`config.mk`:
```
export PLATFORM = sky130hd
export DESIGN_NAME = adc_chain_serial_ctrl
export DESIGN_NICKNAME = d
export VERILOG_FILES = /design/src/adc_chain_pkg.sv /design/src/adc_chain_serial_ctrl.sv /design/src/pin_sync.sv
export VERILOG_INCLUDE_DIRS = /design/src /design/src/src
export SDC_FILE = /design/constraint.sdc
export NUM_CORES = 1
export LEC_CHECK = 0
export BUFFER_PORTS_ARGS = -buffer_cell sky130_fd_sc_hd__buf_2
export CAP_MARGIN = 20
export CORE_UTILIZATION = 55
export DETAILED_ROUTE_END_ITERATION = 10
export PLACE_DENSITY = 0.85
export SYNTH_ARGS = -nofsm -noshare
export SYNTH_HDL_FRONTEND = slang
export SYNTH_HIERARCHICAL = 1
export SYNTH_SLANG_ARGS = --single-unit
```
`constraint.sdc`:
```
create_clock -name clk_sys -period 3.4 [get_ports clk_sys]
set_input_delay 0.17 -clock clk_sys [delete_from_list [all_inputs] [get_ports clk_sys]]
set_output_delay 0.17 -clock clk_sys [all_outputs]
set_load 0.1 [all_outputs]
```
`src/adc_chain_regs.svh`:
```
`ifndef ADC_CHAIN_REGS_SVH
`define ADC_CHAIN_REGS_SVH

// master clock and derived clocks
`define MCLK_PERIOD_NS 8
`define HALF_CLK_DIV 2
`define SER_CLK_PERIOD_NS 64
`define SER_CLK_HALF_TICKS \
  (`SER_CLK_PERIOD_NS / (`MCLK_PERIOD_NS * `HALF_CLK_DIV * 2))

// frame layout
`define RESULT_BITS 9'h020
`define WR_ADDR_BITS 16
`define WR_DATA_BITS 16
`define DECIM_128 9'h080
`define DECIM_256 9'h100

// pin synchroniser layout and reset levels
`define PIN_RST_POS 4
`define PIN_DEC_POS 3
`define PIN_SYNC_POS 2
`define PIN_FRAME_POS 1
`define PIN_DIN_POS 0
`define PIN_RST_VAL 5'h06

`endif

```
`src/adc_chain_pkg.sv`:
```
package adc_chain_pkg;

  typedef enum logic [1:0] {
    RD_IDLE = 2'h0,
    RD_OWN = 2'h1,
    RD_FWD = 2'h3
  } rd_state_e;

  typedef enum logic [1:0] {
    WR_IDLE = 2'h0,
    WR_ARM = 2'h1,
    WR_SHIFT = 2'h3,
    WR_PASS = 2'h2
  } wr_state_e;

endpackage

```
`src/adc_chain_serial_ctrl.sv`:
```
`timescale 1ns/1ps
`include "adc_chain_regs.svh"
module adc_chain_serial_ctrl (
  input wire logic clk_sys,
  input wire logic srst,
  input wire logic ce,
  input wire logic reset_powerdown_input_n,
  input wire logic decimation_select_pin,
  input wire logic sync_input_n,
  input wire logic frame_sync_input_n,
  input wire logic serial_data_input,
  input wire logic [31:0] result_data,
  input wire logic result_valid,
  input wire logic filter_settled,
  output logic internal_half_clock,
  output logic serial_clock_output,
  output logic frame_sync_output_n,
  output logic serial_data_output,
  output logic powerdown,
  output logic decimation_128,
  output logic sync_hold,
  output logic read_active,
  output logic [15:0] write_addr,
  output logic [15:0] write_data,
  output logic write_strobe
);
  localparam logic [1:0] SER_CLK_LAST = 2'(`SER_CLK_HALF_TICKS - 1);
  localparam logic [8:0] OWN_LAST = `RESULT_BITS - 9'h001;
  localparam logic [5:0] WR_LAST = 6'(`RESULT_BITS - 9'h001);

  logic [4:0] pin_raw;
  logic [4:0] pin_s;
  logic rst_pin_s;
  logic dec_s;
  logic sync_n_s;
  logic frame_n_s;
  logic din_s;
  logic rst_int;

  assign pin_raw = {reset_powerdown_input_n, decimation_select_pin,
                    sync_input_n, frame_sync_input_n, serial_data_input};
  assign rst_pin_s = pin_s[`PIN_RST_POS];
  assign dec_s = pin_s[`PIN_DEC_POS];
  assign sync_n_s = pin_s[`PIN_SYNC_POS];
  assign frame_n_s = pin_s[`PIN_FRAME_POS];
  assign din_s = pin_s[`PIN_DIN_POS];

  pin_sync #(
    .W(5),
    .RST_VAL(`PIN_RST_VAL)
  ) u_pin_sync (
    .clk_sys(clk_sys),
    .srst(srst),
    .ce(ce),
    .d(pin_raw),
    .q(pin_s)
  );

  // powered-down state is simply the logic held in reset
  assign rst_int = srst | ~rst_pin_s;

  // clocking and static pins
  logic half_clk_q, half_clk_d;
  logic ser_clk_q, ser_clk_d;
  logic [1:0] ser_cnt_q, ser_cnt_d;
  logic pd_q, pd_d;
  logic dec128_q, dec128_d;
  logic sync_hold_q, sync_hold_d;
  logic ser_rise_tick;
  logic ser_fall_tick;

  always_comb begin
    half_clk_d = ~half_clk_q;
    ser_clk_d = ser_clk_q;
    ser_cnt_d = ser_cnt_q;
    ser_rise_tick = 1'b0;
    ser_fall_tick = 1'b0;
    // serial clock advances only on internal clock rising ticks
    if (!half_clk_q) begin
      if (ser_cnt_q == SER_CLK_LAST) begin
        ser_cnt_d = 2'h0;
        ser_clk_d = ~ser_clk_q;
        ser_rise_tick = ~ser_clk_q;
        ser_fall_tick = ser_clk_q;
      end else begin
        ser_cnt_d = ser_cnt_q + 2'h1;
      end
    end
    pd_d = 1'b0;
    dec128_d = dec_s;
    sync_hold_d = ~sync_n_s;
  end

  always_ff @(posedge clk_sys) begin
    if (rst_int) begin
      half_clk_q <= 1'b0;
      ser_clk_q <= 1'b0;
      ser_cnt_q <= 2'h0;
      pd_q <= 1'b1;
      dec128_q <= 1'b0;
      sync_hold_q <= 1'b0;
    end else if (ce) begin
      half_clk_q <= half_clk_d;
      ser_clk_q <= ser_clk_d;
      ser_cnt_q <= ser_cnt_d;
      pd_q <= pd_d;
      dec128_q <= dec128_d;
      sync_hold_q <= sync_hold_d;
    end
  end

  // serial framing
  adc_chain_pkg::rd_state_e rd_state_q, rd_state_d;
  adc_chain_pkg::wr_state_e wr_state_q, wr_state_d;
  logic [8:0] rd_cnt_q, rd_cnt_d;
  logic [31:0] rd_shift_q, rd_shift_d;
  logic [5:0] wr_cnt_q, wr_cnt_d;
  logic [31:0] wr_shift_q, wr_shift_d;
  logic fs_out_q, fs_out_d;
  logic dout_q, dout_d;
  logic [15:0] waddr_q, waddr_d;
  logic [15:0] wdata_q, wdata_d;
  logic wstb_q, wstb_d;
  logic ract_q, ract_d;
  logic [8:0] fwd_last;
  logic frame_fall_seen;
  logic wr_busy;

  always_comb begin
    wr_state_d = wr_state_q;
    wr_cnt_d = wr_cnt_q;
    wr_shift_d = wr_shift_q;
    waddr_d = waddr_q;
    wdata_d = wdata_q;
    wstb_d = 1'b0;
    // frame sync in only looked at on serial clock falling ticks
    frame_fall_seen = ser_fall_tick & ~frame_n_s &
                      (wr_state_q == adc_chain_pkg::WR_IDLE);
    wr_busy = wr_state_q != adc_chain_pkg::WR_IDLE;
    unique case (wr_state_q)
      adc_chain_pkg::WR_IDLE: begin
        if (frame_fall_seen) begin
          wr_state_d = adc_chain_pkg::WR_ARM;
        end
      end
      adc_chain_pkg::WR_ARM: begin
        if (ser_fall_tick) begin
          wr_shift_d = {wr_shift_q[30:0], din_s};
          wr_cnt_d = 6'h1;
          wr_state_d = adc_chain_pkg::WR_SHIFT;
        end
      end
      adc_chain_pkg::WR_SHIFT: begin
        // further frame sync edges inside the frame are ignored
        if (ser_fall_tick) begin
          wr_shift_d = {wr_shift_q[30:0], din_s};
          if (wr_cnt_q == WR_LAST) begin
            waddr_d = wr_shift_d[31:16];
            wdata_d = wr_shift_d[15:0];
            wstb_d = 1'b1;
            wr_state_d = frame_n_s ? adc_chain_pkg::WR_IDLE :
                                     adc_chain_pkg::WR_PASS;
          end else begin
            wr_cnt_d = wr_cnt_q + 6'h1;
          end
        end
      end
      adc_chain_pkg::WR_PASS: begin
        if (ser_fall_tick && frame_n_s) begin
          wr_state_d = adc_chain_pkg::WR_IDLE;
        end
      end
    endcase

    fwd_last = (dec128_q ? `DECIM_128 : `DECIM_256) - `RESULT_BITS
               - 9'h001;
    rd_state_d = rd_state_q;
    rd_cnt_d = rd_cnt_q;
    rd_shift_d = rd_shift_q;
    fs_out_d = fs_out_q;
    dout_d = dout_q;
    if (frame_fall_seen) begin
      rd_state_d = adc_chain_pkg::RD_IDLE;
      fs_out_d = 1'b1;
    end else begin
      unique case (rd_state_q)
        adc_chain_pkg::RD_IDLE: begin
          if (ser_rise_tick) begin
            dout_d = 1'b0;
          end
          // a result offered while busy or unsettled is dropped
          if (result_valid && filter_settled && !sync_hold_q &&
              !wr_busy) begin
            rd_shift_d = result_data;
            rd_cnt_d = 9'h000;
            rd_state_d = adc_chain_pkg::RD_OWN;
          end
        end
        adc_chain_pkg::RD_OWN: begin
          if (ser_rise_tick) begin
            dout_d = rd_shift_q[31];
            rd_shift_d = {rd_shift_q[30:0], 1'b0};
            fs_out_d = 1'b0;
            if (rd_cnt_q == OWN_LAST) begin
              rd_cnt_d = 9'h000;
              rd_state_d = adc_chain_pkg::RD_FWD;
            end else begin
              rd_cnt_d = rd_cnt_q + 9'h001;
            end
          end
        end
        adc_chain_pkg::RD_FWD: begin
          if (ser_rise_tick) begin
            dout_d = din_s;
            fs_out_d = 1'b1;
            if (rd_cnt_q == fwd_last) begin
              rd_state_d = adc_chain_pkg::RD_IDLE;
            end else begin
              rd_cnt_d = rd_cnt_q + 9'h001;
            end
          end
        end
        default: begin
          rd_state_d = adc_chain_pkg::RD_IDLE;
          fs_out_d = 1'b1;
        end
      endcase
    end
    ract_d = rd_state_d != adc_chain_pkg::RD_IDLE;
    // pass-through owns the output once our own write slot is done
    if (wr_state_q == adc_chain_pkg::WR_PASS && ser_rise_tick) begin
      dout_d = din_s;
    end else if (wr_busy && ser_rise_tick) begin
      dout_d = 1'b0;
    end
  end

  always_ff @(posedge clk_sys) begin
    if (rst_int) begin
      rd_state_q <= adc_chain_pkg::RD_IDLE;
      wr_state_q <= adc_chain_pkg::WR_IDLE;
      rd_cnt_q <= 9'h000;
      rd_shift_q <= 32'h0;
      wr_cnt_q <= 6'h0;
      wr_shift_q <= 32'h0;
      fs_out_q <= 1'b1;
      dout_q <= 1'b0;
      waddr_q <= 16'h0;
      wdata_q <= 16'h0;
      wstb_q <= 1'b0;
      ract_q <= 1'b0;
    end else if (ce) begin
      rd_state_q <= rd_state_d;
      wr_state_q <= wr_state_d;
      rd_cnt_q <= rd_cnt_d;
      rd_shift_q <= rd_shift_d;
      wr_cnt_q <= wr_cnt_d;
      wr_shift_q <= wr_shift_d;
      fs_out_q <= fs_out_d;
      dout_q <= dout_d;
      waddr_q <= waddr_d;
      wdata_q <= wdata_d;
      wstb_q <= wstb_d;
      ract_q <= ract_d;
    end
  end

  assign internal_half_clock = half_clk_q;
  assign serial_clock_output = ser_clk_q;
  assign frame_sync_output_n = fs_out_q;
  assign serial_data_output = dout_q;
  assign powerdown = pd_q;
  assign decimation_128 = dec128_q;
  assign sync_hold = sync_hold_q;
  assign read_active = ract_q;
  assign write_addr = waddr_q;
  assign write_data = wdata_q;
  assign write_strobe = wstb_q;

  // checking helpers
  logic [8:0] low_cnt_q;
  logic msb_q;
  always_ff @(posedge clk_sys) begin
    if (rst_int) begin
      low_cnt_q <= 9'h000;
      msb_q <= 1'b0;
    end else if (ce) begin
      low_cnt_q <= fs_out_q ? 9'h000 : low_cnt_q + 9'h001;
      if (rd_state_q == adc_chain_pkg::RD_IDLE &&
          rd_state_d == adc_chain_pkg::RD_OWN) begin
        msb_q <= result_data[31];
      end
    end
  end
endmodule

```
`src/pin_sync.sv`:
```
`timescale 1ns/1ps
module pin_sync #(
  parameter int W = 1,
  parameter logic [W-1:0] RST_VAL = '0
) (
  input wire logic clk_sys,
  input wire logic srst,
  input wire logic ce,
  input wire logic [W-1:0] d,
  output logic [W-1:0] q
);
  logic [W-1:0] meta_q;
  logic [W-1:0] meta_d;
  logic [W-1:0] sync_d;

  genvar i;
  generate
    for (i = 0; i < W; i++) begin : g_bit
      // first stage feeds only the second
      always_comb begin
        meta_d[i] = d[i];
        sync_d[i] = meta_q[i];
      end
      always_ff @(posedge clk_sys) begin
        if (srst) begin
          meta_q[i] <= RST_VAL[i];
          q[i] <= RST_VAL[i];
        end else if (ce) begin
          meta_q[i] <= meta_d[i];
          q[i] <= sync_d[i];
        end
      end
    end
  endgenerate
endmodule
```
==> load_flow_metrics.sql <==
INSERT INTO impl_metrics (metric_group, metric, value, unit) VALUES
('clocking', 'worst_skew_pair.late_latency', '0.53', 'ns'),
('critical_path', 'rr_worst_depth', '6', ''),
('finish', 'area.sequential', '2700', 'µm²'),
('grt', 'grt_pass1_wl', '20100', 'µm'),
('detailed_routing', 'route.final.wire_length', '12100', 'µm'),
('finish', 'finish.net_count', '790', ''),
('power_and_ir_drop', 'irDropWorstVdd', '0.398', 'mV'),
('logic_synthesis', 'post_synth.cell_area_avg', '8.64', 'µm²'),
('outcome', 'outcome', 'completed', ''),
('power_and_ir_drop', 'power.leakage', '0.00251', 'µW'),
('finish', 'layout-drive-gt1-share', '18.0', '%'),
('critical_path', 'regToRegStartpoint', 'wr_state_q[1]', ''),
('timing', 'fin_skew', '0.00873', 'ns'),
('hold_path', 'worst_hold_path_type', 'in -> reg', ''),
('finish', 'num-fill-cells', '714', ''),
('power_and_ir_drop', 'powerDensity', '523', 'nW/µm²'),
('detailed_routing', 'vias_per_cell', '5.35', ''),
('timing', 'timing_max_transition_violations_final', '0', ''),
('finish', 'multiInputGateArea', '2590', 'µm²'),
('placement', 'sum_of_net_half_perimeters_after_detailed_placement', '7340', 'µm'),
('floorplanning', 'rows', '36', ''),
('flow_run', 'maxCapViolCount', '0', ''),
('detailed_routing', 'route.detailed.wl_per_inst', '13.7', 'µm'),
('grt', 'number_of_global_route_vias_before_repair', '4514', ''),
('logic_synthesis', 'post_synth_num_cell_types', '52', ''),
('hold_path', 'min-delay-start', 'result_data[15]', ''),
('floorplanning', 'fp.dieH', '102', 'µm'),
('clocking', 'tritoncts_num_sinks', '135', ''),
('critical_path', 'critical_path.cell_chain', 'or4b_2 > o21ai_0 > nor3_2 > buf_4 > nor2_1 > a211oi_1', ''),
('clocking', 'cts-htree-levels', '4', ''),
('critical_path', 'cp-startpoint', 'wr_state_q[1]', ''),
('critical_path', 'worst_setup_path_start_kind', 'register', ''),
('detailed_routing', 'drt-initial-drc-count', '167', ''),
('critical_path', 'crit_path_end_kind', 'register', ''),
('logic_synthesis', 'netlist_area', '5490', 'µm²'),
('critical_path', 'critPathMaxFanout', '64', ''),
('timing', 'maxClockFrequency', '403', 'MHz'),
('grt', 'overflow', '0', ''),
('logic_synthesis', 'synth_enable_flop_cells', '0', ''),
('logic_synthesis', 'synth-async-reset-ratio', '0', '%'),
('critical_path', 'crit_family', 'simple AND/OR/NAND/NOR gates', ''),
('timing', 'holdWs', '0.0100', 'ns'),
('power_and_ir_drop', 'power.total', '3670', 'µW'),
('timing', 'timing.final.hold_violations', '0', ''),
('grt', 'grt_max_degree', '110', ''),
('hold_path', 'min_to', 'rd_shift_q[15]', ''),
('detailed_routing', 'route.vias.total', '4755', ''),
('placement', 'post-place-cells', '815', ''),
('critical_path', 'crit_path_max_incr_delay', '0.71', 'ns'),
('critical_path', 'critical_path_arrival', '2.87', 'ns'),
('floorplanning', 'floorplan.initialDensity', '56.4', '%'),
('finish', 'area_growth_syn_to_layout', '27.8', '%'),
('critical_path', 'cp_slowest_cell', 'sky130_fd_sc_hd__or4b_2', ''),
('timing', 'finalCritPeriodShare', '72.9', '%'),
('timing', 'rsz0062_at_grt', 'false', ''),
('finish', 'antenna_cells', '0', ''),
('detailed_routing', 'remaining_drc_errors', '0', ''),
('critical_path', 'cp_data_required_time', '3.79', 'ns'),
('clocking', 'clock_buffers_created_by_tritoncts', '17', ''),
('timing', 'worst-slew-pin-transition', '0.802', 'ns'),
('clocking', 'cts_max_path_buffers', '2', ''),
('logic_synthesis', 'netlist_instances', '635', ''),
('hold_path', 'holdPathStages', '3', ''),
('clocking', 'path_clk_slew', '0.07', 'ns'),
('timing', 'setup_viol', '0', ''),
('clocking', 'cts.repair_timing.setup_buffer_count', '0', ''),
('logic_synthesis', 'synthesis.nets', '683', ''),
('detailed_routing', 'first_pass_iters', '4', ''),
('grt', 'globalRouteTotalUtil', '24.9', '%'),
('timing', 'setup_tns', '0', 'ns'),
('clocking', 'ctsRootBufferMaster', 'sky130_fd_sc_hd__clkbuf_8', '');
[flip-flops by register name, indices dropped and copies added, names as in the netlist, 2 cells and up]
name / count
rd_cnt_q: 9
rd_shift_q: 32
rd_state_q: 2
ser_cnt_q: 2
u_pin_sync/meta_q: 5
u_pin_sync/q: 5
wr_cnt_q: 6
wr_shift_q: 31
wr_state_q: 2
write_addr: 16
write_data: 16
[cell usage in the layout, fill, tap and decap left out, types with 2 or more instances in the layout]
cell type                       count
sky130_fd_sc_hd__or3_1              2
sky130_fd_sc_hd__bufinv_16          4
sky130_fd_sc_hd__o31ai_1            2
sky130_fd_sc_hd__nand3_1            7
sky130_fd_sc_hd__clkbuf_16         16
sky130_fd_sc_hd__clkbuf_1           2
sky130_fd_sc_hd__buf_2             82
sky130_fd_sc_hd__mux2i_1           40
sky130_fd_sc_hd__ha_1               5
sky130_fd_sc_hd__buf_4              8
sky130_fd_sc_hd__a21oi_1           75
sky130_fd_sc_hd__nand4_1            5
sky130_fd_sc_hd__inv_6              5
sky130_fd_sc_hd__nor4b_1            2
sky130_fd_sc_hd__nor4_1             4
sky130_fd_sc_hd__and3_1             5
sky130_fd_sc_hd__nand3b_1           2
sky130_fd_sc_hd__and4b_1            2
sky130_fd_sc_hd__dlygate4sd3_1     40
sky130_fd_sc_hd__nor2b_1            7
sky130_fd_sc_hd__o21ai_0            9
sky130_fd_sc_hd__a21o_1             2
sky130_fd_sc_hd__and4_1             2
sky130_fd_sc_hd__xnor2_1            6
sky130_fd_sc_hd__a211o_2            4
sky130_fd_sc_hd__a211oi_1          35
sky130_fd_sc_hd__nor2_1            57
sky130_fd_sc_hd__xor2_1             6
sky130_fd_sc_hd__inv_1              7
sky130_fd_sc_hd__nor3b_1            4
sky130_fd_sc_hd__dfxtp_1          135
sky130_fd_sc_hd__clkbuf_8           2
sky130_fd_sc_hd__nand2_1          140
sky130_fd_sc_hd__clkinv_4           2
sky130_fd_sc_hd__o22ai_1            2
[per-layer routing]
layer  wire (µm)  track usage, %  up-vias
met5           0               0        -
met4         211            11.0        0
met3         673            8.00       24
met2        6130            42.8      117
met1        5120            28.5     2204
li1            -               -     2410
[how the worst max path moves through the flow]
| stage | end | slack, ns | depth (start not counted) |
|---|---|---|---|
| 2_1_floorplan | rd_cnt_q[7] | 0.65 | 6 |
| 3_3_place_gp | rd_shift_q[0] | 1.10 | 6 |
| 3_5_place_dp | rd_cnt_q[7] | 0.98 | 6 |
| 4_1_cts | rd_cnt_q[7] | 0.94 | 6 |
| 5_1_grt | rd_shift_q[20] | 0.72 | 7 |
| 6_report | rd_shift_q[18] | 0.92 | 6 |
[logic make-up after synthesis]
group	synth area share, %
AOI/OAI and AO/OA	15.8
xor gates and xnor gates	1.92
adders and majority gates	1.37
buffers and inverters	3.79
DFF	49.3
muxes	7.30
and+or+nand+nor	20.5
[repair_timing]
| item | CTS | global route |
|---|---|---|
| resized for setup | 0 | 0 |
| endpoints found under the hold margin | 38 | 0 |
| hold buffers | 40 | 0 |
| endpoints found under the setup margin | 0 | 0 |
[area by class of cell]
class | count | area share [%]
flip-flops and latches | 135 | 38.6
multi-input cells | 450 | 37.0
repair buffers | 131 | 12.8
clock buffers | 20 | 6.21
clock inverters | 12 | 2.70
well taps | 133 | 2.37
inverters | 7 | 0.375
[through the flow]
stage | util [%] | area [µm²] | setup WS [ns]
2_1_floorplan | - | 5490 | 0.650
3_3_place_gp | 61.2 | 5960 | 1.10
3_5_place_dp | 61.2 | 5960 | 0.985
4_1_cts | 71.8 | 6980 | 0.941
5_1_grt | 72.0 | 7010 | 0.718
6_report | 72.0 | 7010 | 0.920
[Yosys cell counts, types with 4 or more instances]
master,n,share of area (%)
sky130_fd_sc_hd__nand3_1,7,0.64
sky130_fd_sc_hd__nand2_1,140,9.6
sky130_fd_sc_hd__xor2_1,6,0.96
sky130_fd_sc_hd__nor2_1,57,3.9
sky130_fd_sc_hd__inv_1,7,0.48
sky130_fd_sc_hd__xnor2_1,6,0.96
sky130_fd_sc_hd__nand4_1,5,0.57
sky130_fd_sc_hd__dfxtp_1,135,49
sky130_fd_sc_hd__buf_2,4,0.36
sky130_fd_sc_hd__and3_1,5,0.57
sky130_fd_sc_hd__mux2i_1,40,7.3
sky130_fd_sc_hd__o21ai_0,9,0.82
sky130_fd_sc_hd__nor2b_1,7,0.80
sky130_fd_sc_hd__clkbuf_1,36,2.5
sky130_fd_sc_hd__ha_1,6,1.4
sky130_fd_sc_hd__a211oi_1,35,4.8
sky130_fd_sc_hd__a21oi_1,75,6.8
sky130_fd_sc_hd__nor3b_1,4,0.55
sky130_fd_sc_hd__a211o_2,4,0.73
sky130_fd_sc_hd__nor4_1,4,0.46
[power by group]
group          leakage, µW  total [µW]  internal (µW)  switching [µW]
registers          0.00109        1600           1590            5.91
clock network     0.000301        1930           1220             701
logic              0.00112         145           76.6            68.8
total              0.00251        3670           2890             776
[worst min-delay path: stages]
cell                       delay, ns
sky130_fd_sc_hd__buf_2          0.11
sky130_fd_sc_hd__mux2i_1        0.13
sky130_fd_sc_hd__a211oi_1       0.09
Power figures use the tool's default switching activity.
